[src/logic/dkp_consts.vh]
// Constants for the drive keypad and display controller.
`ifndef DKP_CONSTS_VH
`define DKP_CONSTS_VH
// APB register byte offsets.
`define DKP_CTRL_OFF 12'h000
`define DKP_STAT_OFF 12'h004
`define DKP_FUNC_OFF 12'h008
`define DKP_ELOG_OFF 12'h00C
`define DKP_SPEED_OFF 12'h010
// Control register fields and reset value.
`define DKP_CTRL_REMOTE 0
`define DKP_CTRL_COAST 1
`define DKP_CTRL_REFDISP 2
`define DKP_CTRL_RESET 32'h0000_0002
// Display mode codes.
`define DKP_DM_RPM 2'h0
`define DKP_DM_LOAD 2'h1
`define DKP_DM_VOLTS 2'h2
`define DKP_DM_REF 2'h3
// Function list: 00 to 18 and then the error log entry.
`define DKP_FUNC_LAST 5'h12
`define DKP_FUNC_ERR 5'h13
`define DKP_LOG_DEPTH 3
// Timing at 25 MHz.
`define DKP_CLK_HZ 25000000
`define DKP_DEB_US 10000
`define DKP_DEB_CYC ((`DKP_CLK_HZ / 1000000) * `DKP_DEB_US)
`define DKP_HOLD_MS 1000
`define DKP_HOLD_CYC ((`DKP_CLK_HZ / 1000) * `DKP_HOLD_MS)
`define DKP_SLOW_MS 250
`define DKP_SLOW_CYC ((`DKP_CLK_HZ / 1000) * `DKP_SLOW_MS)
`define DKP_FAST_MS 50
`define DKP_FAST_CYC ((`DKP_CLK_HZ / 1000) * `DKP_FAST_MS)
`define DKP_TEST_BANNER_A_MS 500
`define DKP_TEST_BANNER_A_CYC ((`DKP_CLK_HZ / 1000) * `DKP_TEST_BANNER_A_MS)
`endif

[src/logic/dkp_keypad_ui.v]
// Keypad and display state machine of the drive controller with an APB register port.
//
// Our own choices: the APB register port and the placing of the registers.
`timescale 1ns/1ps
`default_nettype none
`include "dkp_consts.vh"
// Contract
// - Start only without fault and under local control.
// - Start ramps to setpoint, shows last mode.
// - Stop halts drive or clears cleared faults.
// - Stop while stopped leaves program mode.
// - Normal stop ramps or coasts per setting.
// - Instantaneous trip always coasts to stop.
// - Mode key cycles RPM, load, volts running.
// - Mode enters program only when stopped.
// - Direction key toggles direction LED immediately.
// - Arrows change speed or program selection.
// - Holding arrow over a second repeats faster.
// - Power up shows banner then saved mode.
// - Three modes, four with reference; RPM default.
// - Reference mode shows zero to hundred percent.
// - Fourth mode lights all three mode LEDs.
// - Program list holds functions 00-18, then log.
// - Enter shows value; again stores, back to number.
// - Log keeps first three faults, program only.
// - Down on first function wraps to log.
// - Up in log steps to next code.
// - Stop in log clears faults whose cause left.
// - Remote control ignores start and direction keys.
// - Program LED lit exactly in program mode.
module dkp_keypad_ui #(
   parameter DEB_CYC = `DKP_DEB_CYC,
   parameter HOLD_CYC = `DKP_HOLD_CYC,
   parameter SLOW_CYC = `DKP_SLOW_CYC,
   parameter FAST_CYC = `DKP_FAST_CYC,
   parameter TEST_BANNER_A_CYC = `DKP_TEST_BANNER_A_CYC
) (
   input wire pclk,
   input wire presetn,
   input wire clk_en,
   input wire psel,
   input wire penable,
   input wire pwrite,
   input wire [11:0] paddr,
   input wire [31:0] pwdata,
   output reg [31:0] prdata,
   output wire pready,
   output wire pslverr,
   input wire [5:0] key_raw,
   input wire instantaneous_trip,
   input wire [7:0] fault_code,
   input wire fault_present,
   input wire [7:0] ref_pct,
   input wire [1:0] saved_mode,
   output reg run_cmd,
   output reg coast_cmd,
   output reg dir_rev,
   output reg [7:0] speed_ref,
   output reg [2:0] mode_led,
   output reg run_led,
   output reg prog_led,
   output reg fwd_led,
   output reg rev_led,
   output reg remote_led,
   output reg test_banner_a,
   output reg [7:0] disp_value,
   output reg [4:0] disp_func,
   output reg disp_show_value,
   output reg [1:0] disp_mode
);
   //----------------------------------------------------------------
   // Key indices and controller states
   //----------------------------------------------------------------
   // Key indices: start, stop, mode, dir, up, down.
   localparam K_START = 0;
   localparam K_STOP = 1;
   localparam K_MODE = 2;
   localparam K_DIR = 3;
   localparam K_UP = 4;
   localparam K_DOWN = 5;
   // The test_banner_a-test state is the reset state, so the banner shows first.
   localparam ST_TEST_BANNER_A = 2'd0;
   localparam ST_IDLE = 2'd1;
   localparam ST_RUN = 2'd2;
   localparam ST_PROG = 2'd3;

   function [2:0] mode_leds;
      input [1:0] m;
      begin
         case (m)
            `DKP_DM_RPM: mode_leds = 3'b001;
            `DKP_DM_LOAD: mode_leds = 3'b010;
            `DKP_DM_VOLTS: mode_leds = 3'b100;
            default: mode_leds = 3'b111;
         endcase
      end
   endfunction

   //----------------------------------------------------------------
   // Key debounce and edge detection
   //----------------------------------------------------------------
   // A key level must differ from the stable level for DEB_CYC cycles in a row before it
   // is taken, so contact bounce never reaches the state machine.
   wire [5:0] key_stable;
   wire [5:0] key_press;
   genvar g;
   generate
      for (g = 0; g < 6; g = g + 1) begin : g_deb
         reg [23:0] cnt_reg;
         reg stable_reg;
         reg prev_reg;
         always @(posedge pclk or negedge presetn) begin
            if (!presetn) begin
               cnt_reg <= 24'h00_0000;
               stable_reg <= 1'b0;
               prev_reg <= 1'b0;
            end else if (clk_en) begin
               prev_reg <= stable_reg;
               if (key_raw[g] == stable_reg) begin
                  cnt_reg <= 24'h00_0000;
               end else if (cnt_reg >= DEB_CYC - 1) begin
                  stable_reg <= key_raw[g];
                  cnt_reg <= 24'h00_0000;
               end else begin
                  cnt_reg <= cnt_reg + 24'h00_0001;
               end
            end
         end
         assign key_stable[g] = stable_reg;
         assign key_press[g] = stable_reg & ~prev_reg;
      end
   endgenerate

   //----------------------------------------------------------------
   // Arrow hold-to-repeat
   //----------------------------------------------------------------
   reg [25:0] hold_reg;
   reg [25:0] rep_reg;
   wire arrow_held = key_stable[K_UP] | key_stable[K_DOWN];
   // The step period shortens once the arrow has been held for HOLD_CYC cycles.
   wire [31:0] rep_lim = (hold_reg >= HOLD_CYC) ? FAST_CYC : SLOW_CYC;
   wire rep_tick = arrow_held && (hold_reg >= SLOW_CYC) && (rep_reg >= rep_lim - 1);
   always @(posedge pclk or negedge presetn) begin
      if (!presetn) begin
         hold_reg <= 26'h000_0000;
         rep_reg <= 26'h000_0000;
      end else if (clk_en) begin
         if (!arrow_held) begin
            hold_reg <= 26'h000_0000;
            rep_reg <= 26'h000_0000;
         end else begin
            if (hold_reg < HOLD_CYC) begin
               hold_reg <= hold_reg + 26'h000_0001;
            end
            rep_reg <= rep_tick ? 26'h000_0000 : rep_reg + 26'h000_0001;
         end
      end
   end
   // Up wins when both arrows are held.
   wire up_ev = key_press[K_UP] | (rep_tick & key_stable[K_UP]);
   wire dn_ev = key_press[K_DOWN] | (rep_tick & key_stable[K_DOWN] & ~key_stable[K_UP]);

   //----------------------------------------------------------------
   // Registers and the APB register port
   //----------------------------------------------------------------
   reg [31:0] ctrl_reg;
   reg [7:0] func_val_reg [0:18];
   reg [7:0] log_reg [0:2];
   reg [1:0] log_cnt_reg;
   reg [1:0] log_idx_reg;
   reg fault_reg;
   reg [1:0] state_reg;
   reg [24:0] test_banner_a_reg;
   reg [4:0] func_sel_reg;
   reg edit_reg;
   reg [7:0] edit_val_reg;
   wire remote = ctrl_reg[`DKP_CTRL_REMOTE];
   assign pready = 1'b1;
   assign pslverr = 1'b0;
   // Writes to an unmapped offset are dropped without an error response.
   wire valid_addr = (paddr == `DKP_CTRL_OFF) || (paddr == `DKP_STAT_OFF) ||
                     (paddr == `DKP_FUNC_OFF) || (paddr == `DKP_ELOG_OFF) ||
                     (paddr == `DKP_SPEED_OFF);
   wire apb_wr = psel && penable && pwrite && valid_addr;
   // Read data is latched in the setup phase, so it stands through the access phase.

   always @(posedge pclk or negedge presetn) begin
      if (!presetn) begin
         prdata <= 32'h0000_0000;
      end else if (clk_en && psel && !penable && !pwrite) begin
         case (paddr)
            `DKP_CTRL_OFF: prdata <= ctrl_reg;
            `DKP_STAT_OFF: prdata <= {20'h0_0000, log_cnt_reg, fault_reg, dir_rev,
                                      disp_mode, state_reg, coast_cmd, run_cmd, prog_led,
                                      test_banner_a};
            `DKP_FUNC_OFF: prdata <= {19'h0_0000, func_sel_reg, edit_val_reg};
            `DKP_ELOG_OFF: prdata <= {8'h00, log_reg[2], log_reg[1], log_reg[0]};
            `DKP_SPEED_OFF: prdata <= {24'h00_0000, speed_ref};
            default: prdata <= 32'h0000_0000;
         endcase
      end
   end

   //----------------------------------------------------------------
   // Main control state machine
   //----------------------------------------------------------------
   // The fourth mode exists only while reference display is enabled.
   wire [1:0] max_mode = ctrl_reg[`DKP_CTRL_REFDISP] ? `DKP_DM_REF : `DKP_DM_VOLTS;
   integer i;
   always @(posedge pclk or negedge presetn) begin
      if (!presetn) begin
         ctrl_reg <= `DKP_CTRL_RESET;
         state_reg <= ST_TEST_BANNER_A;
         test_banner_a_reg <= 25'h000_0000;
         run_cmd <= 1'b0;
         coast_cmd <= 1'b0;
         dir_rev <= 1'b0;
         speed_ref <= 8'h00;
         disp_mode <= `DKP_DM_RPM;
         func_sel_reg <= 5'h00;
         edit_reg <= 1'b0;
         edit_val_reg <= 8'h00;
         fault_reg <= 1'b0;
         log_cnt_reg <= 2'h0;
         log_idx_reg <= 2'h0;
         for (i = 0; i < 19; i = i + 1) begin
            func_val_reg[i] <= 8'h00;
         end
         for (i = 0; i < 3; i = i + 1) begin
            log_reg[i] <= 8'h00;
         end
      end else if (clk_en) begin
         if (apb_wr && paddr == `DKP_CTRL_OFF) ctrl_reg <= {29'h0000_0000, pwdata[2:0]};
         if (apb_wr && paddr == `DKP_SPEED_OFF) speed_ref <= pwdata[7:0];
         // Fault capture: a new fault wins over a clear in the same cycle.
         if (instantaneous_trip) begin
            fault_reg <= 1'b1;
            // Only the first faults are kept; later ones are dropped until a clear.
            if (log_cnt_reg < `DKP_LOG_DEPTH) begin
               log_reg[log_cnt_reg] <= fault_code;
               log_cnt_reg <= log_cnt_reg + 2'h1;
            end
         end
         case (state_reg)
            // Hold the banner while the test_banner_a test runs, then restore the saved mode.
            ST_TEST_BANNER_A: begin
               if (test_banner_a_reg >= TEST_BANNER_A_CYC - 1) begin
                  state_reg <= ST_IDLE;
                  disp_mode <= saved_mode;
               end else begin
                  test_banner_a_reg <= test_banner_a_reg + 25'h000_0001;
               end
            end
            ST_IDLE: begin
               if (key_press[K_START] && !fault_reg && !instantaneous_trip && !remote) begin
                  state_reg <= ST_RUN;
                  run_cmd <= 1'b1;
                  coast_cmd <= 1'b0;
               end else if (key_press[K_STOP]) begin
                  if (!fault_present && !instantaneous_trip) fault_reg <= 1'b0;
               end else if (key_press[K_MODE]) begin
                  state_reg <= ST_PROG;
                  func_sel_reg <= 5'h00;
                  edit_reg <= 1'b0;
               end
               // The direction request toggles even while stopped; its LED shows it one cycle later.
               if (key_press[K_DIR] && !remote) begin
                  dir_rev <= ~dir_rev;
               end
               // Speed stepping saturates at both ends instead of wrapping.
               if (!remote && up_ev && speed_ref != 8'hFF) begin
                  speed_ref <= speed_ref + 8'h01;
               end
               if (!remote && dn_ev && speed_ref != 8'h00) begin
                  speed_ref <= speed_ref - 8'h01;
               end
            end
            ST_RUN: begin
               if (instantaneous_trip) begin
                  state_reg <= ST_IDLE;
                  run_cmd <= 1'b0;
                  // A trip always coasts, whatever the coast select says.
                  coast_cmd <= 1'b1;
               end else if (key_press[K_STOP]) begin
                  state_reg <= ST_IDLE;
                  run_cmd <= 1'b0;
                  coast_cmd <= ctrl_reg[`DKP_CTRL_COAST];
               end else if (key_press[K_MODE]) begin
                  disp_mode <= (disp_mode >= max_mode) ? `DKP_DM_RPM : disp_mode + 2'h1;
               end
               if (key_press[K_DIR] && !remote) begin
                  dir_rev <= ~dir_rev;
               end
               if (!remote && up_ev && speed_ref != 8'hFF) begin
                  speed_ref <= speed_ref + 8'h01;
               end
               if (!remote && dn_ev && speed_ref != 8'h00) begin
                  speed_ref <= speed_ref - 8'h01;
               end
            end
            default: begin
               // In the log entry the stop key clears; elsewhere it leaves program mode.
               if (key_press[K_STOP]) begin
                  if (func_sel_reg == `DKP_FUNC_ERR) begin
                     if (!fault_present && !instantaneous_trip) begin
                        fault_reg <= 1'b0;
                        log_cnt_reg <= 2'h0;
                        log_idx_reg <= 2'h0;
                     end
                  end else begin
                     state_reg <= ST_IDLE;
                  end
               end else if (key_press[K_MODE] && func_sel_reg != `DKP_FUNC_ERR) begin
                  if (!edit_reg) begin
                     edit_reg <= 1'b1;
                     edit_val_reg <= func_val_reg[func_sel_reg];
                  end else begin
                     edit_reg <= 1'b0;
                     func_val_reg[func_sel_reg] <= edit_val_reg;
                  end
               end else if (edit_reg) begin
                  if (up_ev) edit_val_reg <= edit_val_reg + 8'h01;
                  else if (dn_ev) edit_val_reg <= edit_val_reg - 8'h01;
               end else if (func_sel_reg == `DKP_FUNC_ERR && up_ev) begin
                  log_idx_reg <= (log_idx_reg >= 2'h2) ? 2'h0 : log_idx_reg + 2'h1;
               end else if (up_ev) begin
                  func_sel_reg <= func_sel_reg + 5'h01;
               end else if (dn_ev) begin
                  func_sel_reg <= (func_sel_reg == 5'h00) ? `DKP_FUNC_ERR :
                                  func_sel_reg - 5'h01;
               end
            end
         endcase
      end
   end

   //----------------------------------------------------------------
   // Display and LED outputs
   //----------------------------------------------------------------
   always @(posedge pclk or negedge presetn) begin
      if (!presetn) begin
         mode_led <= 3'b000;
         run_led <= 1'b0;
         prog_led <= 1'b0;
         fwd_led <= 1'b0;
         rev_led <= 1'b0;
         remote_led <= 1'b0;
         test_banner_a <= 1'b1;
         disp_value <= 8'h00;
         disp_func <= 5'h00;
         disp_show_value <= 1'b0;
      end else if (clk_en) begin
         // LEDs follow the state one cycle later; the banner blanks the mode LEDs.
         test_banner_a <= (state_reg == ST_TEST_BANNER_A);
         mode_led <= (state_reg == ST_TEST_BANNER_A) ? 3'b000 : mode_leds(disp_mode);
         run_led <= run_cmd;
         prog_led <= (state_reg == ST_PROG);
         fwd_led <= ~dir_rev;
         rev_led <= dir_rev;
         remote_led <= remote;
         disp_func <= func_sel_reg;
         disp_show_value <= (state_reg == ST_PROG) && (edit_reg || func_sel_reg == `DKP_FUNC_ERR);
         if (state_reg == ST_PROG) begin
            disp_value <= (func_sel_reg == `DKP_FUNC_ERR) ? log_reg[log_idx_reg] : edit_val_reg;
         end else if (disp_mode == `DKP_DM_REF) begin
            disp_value <= (ref_pct > 8'h64) ? 8'h64 : ref_pct;
         end else begin
            // A stopped drive shows zero in every measured mode.
            disp_value <= run_cmd ? speed_ref : 8'h00;
         end
      end
   end
endmodule // dkp_keypad_ui
`default_nettype wire

[config.mk]
export PLATFORM = sky130hd
export DESIGN_NAME = dkp_keypad_ui
export DESIGN_NICKNAME = d
export VERILOG_FILES = /design/src/logic/dkp_keypad_ui.v
export VERILOG_INCLUDE_DIRS = /design/src /design/src/logic
export SDC_FILE = /design/constraint.sdc
export NUM_CORES = 1
export LEC_CHECK = 0
export BUFFER_PORTS_ARGS = -buffer_cell sky130_fd_sc_hd__buf_2
export CAP_MARGIN = 20
export CELL_PAD_IN_SITES_DETAIL_PLACEMENT = 1
export CELL_PAD_IN_SITES_GLOBAL_PLACEMENT = 1
export CORE_MARGIN = 3
export CORE_UTILIZATION = 44
export CTS_CLUSTER_DIAMETER = 100
export CTS_CLUSTER_SIZE = 28
export DETAILED_ROUTE_END_ITERATION = 16
export PLACE_DENSITY_LB_ADDON = 0.1
export REMOVE_ABC_BUFFERS = 1
export SETUP_SLACK_MARGIN = 0.02
export SLEW_MARGIN = 20
export SYNTH_ARGS = -nofsm -noshare
export SYNTH_HDL_FRONTEND = slang
export SYNTH_SLANG_ARGS = --single-unit
[constraint.sdc]
create_clock -name pclk -period 4.4 [get_ports pclk]
set_input_delay 0 -clock pclk [delete_from_list [all_inputs] [get_ports pclk]]
set_output_delay 0 -clock pclk [all_outputs]
set_load 0.01 [all_outputs]
==> results.py <==
metrics = {
    "setup_path": {
        "r2r_cells": 26,
        "worstSetupStartpointType": "flip-flop",
        "worstPathArrival_ps": 5030,
        "cp_max_fo": 6,
        "reg2reg_from": "hold_reg[8]",
        "crit_type": "reg2reg",
        "r2r_end": "edit_val_reg[3]",
        "cp.required_ps": 4880,
        "r2r_slack_ps": -140,
        "critPathCaptureType": "flip-flop",
    },
    "finish": {
        "largest_reg_flops": 152,
        "layout-drive-gt1-share_pct": 20.5,
        "fin_util_pct": 50.5,
        "areaGrowthSynthToFinish_pct": 13.3,
        "nNetsFinal": 2714,
    },
    "sta": {
        "fin_skew_ps": 20.7,
        "worstMarginPinSlew_ps": 1060,
        "report.final.slew_viol_count": 0,
        "finalCriticalPeriod_ps": 4540,
        "hold_viol": 0,
        "fin_ws_ps": -144,
        "max_freq_ghz": 0.220,
        "grt_setup_unrepaired": "true",
        "finalSetupViolations": 3,
        "setup_tns_ps": -238,
        "timing.final.crit_share_pct": 103,
        "relSlewSlack_pct": 29.1,
    },
    "clocking": {
        "numCtsBuffers": 25,
        "cts_tree": "yes",
        "ctsRootBufferMaster": "clkbuf_16",
        "htreeDepth": 1,
        "clock_latency_ps": 590,
        "cts.path.max_buffers": 3,
        "clock-sinks": 493,
        "clk_pin_slew_ps": 110,
    },
    "synthesis": {
        "synth_cell_types": 74,
        "synth_ff_type": "dfrtp_1",
        "syn_area_per_cell_sq_um": 10.3,
        "yosysWarnings": 0,
        "synth_cells": 2443,
        "synth.ff_latch_count": 493,
        "synth_top_area_share_pct": 48.8,
        "synth_area_sq_um": 25200,
        "async_flop_share_pct": 100,
        "synth_edf_count": 0,
        "synth_area_leaders": "dfrtp_1 49%, mux2_2 9.2%, o21ai_0 4.7%",
        "yosys.area.top_type": "dfrtp_1",
        "ys_seq_area_share_pct": 49.0,
    },
    "power_and_ir_drop": {
        "ir_worst_vdd_mv": 0.272,
        "power_density_nw_per_um2": 414,
        "totalPowerFinal_mw": 11.8,
        "power_leakage_nw": 12.6,
    },
    "die": {
        "start_util_pct": 44.5,
        "die_w_um": 245,
        "fp.dieH_um": 245,
        "ios": 146,
        "core.rowCount": 87,
        "core_sq_um": 56500,
        "dieArea_sq_um": 60100,
    },
    "drt": {
        "viasPerCell": 5.90,
        "ant_nets": 0,
        "wl_per_cell_um": 21.2,
        "drcViolationCount": 0,
        "drtPass1Iterations": 6,
        "drt_iter0_drc": 1181,
        "wl_mm": 71.3,
        "vias": 19800,
    },
    "min_path": {
        "hp-class": "in2async",
    },
    "global_route": {
        "grt_pass1_wl_mm": 115,
        "grt_pass1_vias": 21000,
        "groute.usage.overall_pct": 23.5,
        "antenna_found_initial": 2,
        "grt_overflow": 0,
        "grt_max_degree": 127,
    },
    "placed_design": {
        "gp_congestion": 0.806,
        "io_buffers": 111,
        "place_ws_ps": -521,
        "place_hpwl_mm": 47.9,
    },
    "run_status": {
        "status": "complete, but fails checks",
        "violations": "negative setup slack",
    },
    "job": {
        "cap_viol_max_count": 0,
    },
}
## timing repair
item,in CTS,in global routing
hold buffers,48,0
setup buffers,15,8
resized for setup,31,19
pin swaps,18,16
hold endpoints to repair,174,0
endpoints found under the setup margin,12,7
## Yosys cell counts (all sizes together), types with 11 or more instances
cell,count
nand2,285
xor2,15
o31ai,53
dfrtp,491
nand3,84
mux4,33
a22o,12
clkbuf,119
buf,23
a21oi,93
o22ai,16
o41ai,36
inv,52
mux2i,34
ha,41
nand4,25
nand2b,41
nor2,105
o21a,11
o211ai,14
xnor2,29
a31oi,12
or3,27
nor2b,59
and3,66
a221oi,14
nor3,53
a211oi,14
mux2,206
nor4,28
o21ai,235
## logic make-up (layout without fill, tap and decap cells)
group	count (synthesis)	in the layout	synth area share (%)
other cells	2	11	0.0298
xor+xnor	44	44	1.53
flops	493	493	49.0
simple gates	808	808	15.8
mux	273	273	13.5
buf+inv	196	351	3.13
fa+ha+maj	42	42	2.12
compound gates	585	585	14.9
## placed cells by master, fill, tap and decap left out, drive strengths merged, types with 11 or more instances in the layout
| cell | n |
|---|---|
| a21oi | 93 |
| dfrtp | 491 |
| o21a | 11 |
| mux2 | 206 |
| a22o | 12 |
| o22ai | 16 |
| xnor2 | 29 |
| mux4 | 33 |
| a221oi | 14 |
| clkbuf | 26 |
| nor2 | 105 |
| or3 | 27 |
| nand2b | 41 |
| mux2i | 34 |
| o41ai | 36 |
| o211ai | 14 |
| buf | 212 |
| inv | 60 |
| nor3 | 53 |
| dlygate4sd3 | 48 |
| xor2 | 15 |
| a31oi | 12 |
| ha | 41 |
| nand3 | 84 |
| nand4 | 25 |
| o31ai | 53 |
| a211oi | 14 |
| nor4 | 28 |
| nor2b | 59 |
| nand2 | 285 |
| and3 | 66 |
| o21ai | 235 |
## how the worst max path moves through the flow
stage / start / to / slack [ps] / cells past startpoint
after detailed placement: hold_reg[7] / edit_val_reg[7] / -520 / 25
after floorplan: func_sel_reg[0] / func_sel_reg[0] / -420 / 9
after CTS: hold_reg[6] / edit_val_reg[7] / -70 / 22
after global placement: hold_reg[7] / edit_val_reg[7] / -380 / 25
final: hold_reg[8] / edit_val_reg[3] / -140 / 26
after global routing: hold_reg[8] / edit_val_reg[7] / -340 / 23
## worst max-delay path, cell delays in order, from the launching register on
cell       delay (ps)
dfrtp_1           410
nor3_2            220
a21oi_1           100
o21ai_1           160
a21oi_1            90
o21ai_1           130
buf_4             160
nand2_8           100
ha_4              310
nand4bb_4         140
a211oi_2          280
a211o_1           210
a211oi_2          100
nor2_2            200
inv_2             100
buf_6             130
ha_4              270
a21oi_2            70
buf_4             130
buf_4             120
buf_4             120
buf_4             120
buf_4             120
buf_4             120
xor2_1            130
o21ai_1            90
mux2_4            290
## power breakdown
group          switching, mW  total, mW  internal, mW
clock                   1.64       2.75          1.11
combinational           1.98       3.41          1.43
sequential             0.649       5.63          4.98
## area by class of cell
class | count | area, sq um
clock inverters | 11 | 144
multi-input cells | 1762 | 12300
fillers | 6183 | 28000
repair buffers | 260 | 1880
diodes | 1 | 2.50
clock buffers | 26 | 629
well taps | 756 | 946
flip-flops and latches | 493 | 12300
inverters | 54 | 210
## stage by stage
stage          cells  cell area, sq um  hold slack [ps]
4_1_cts         3356             28400             14.1
3_5_place_dp    3256             26800              119
6_report        3363             28500             27.2
5_1_grt         3363             28500             78.8
2_1_floorplan   2309             24600             -296
3_3_place_gp    3256             26800              118
## per-layer routing
metal  vias to the layer above  wire, um  GRT usage, %
li1                       9197         -             -
met1                     10300     32600          32.4
met2                       296     34900          40.1
met3                        94      2210          2.29
met4                         2      1640          6.04
met5                         -        16             0
Power figures use the tool's default switching activity.
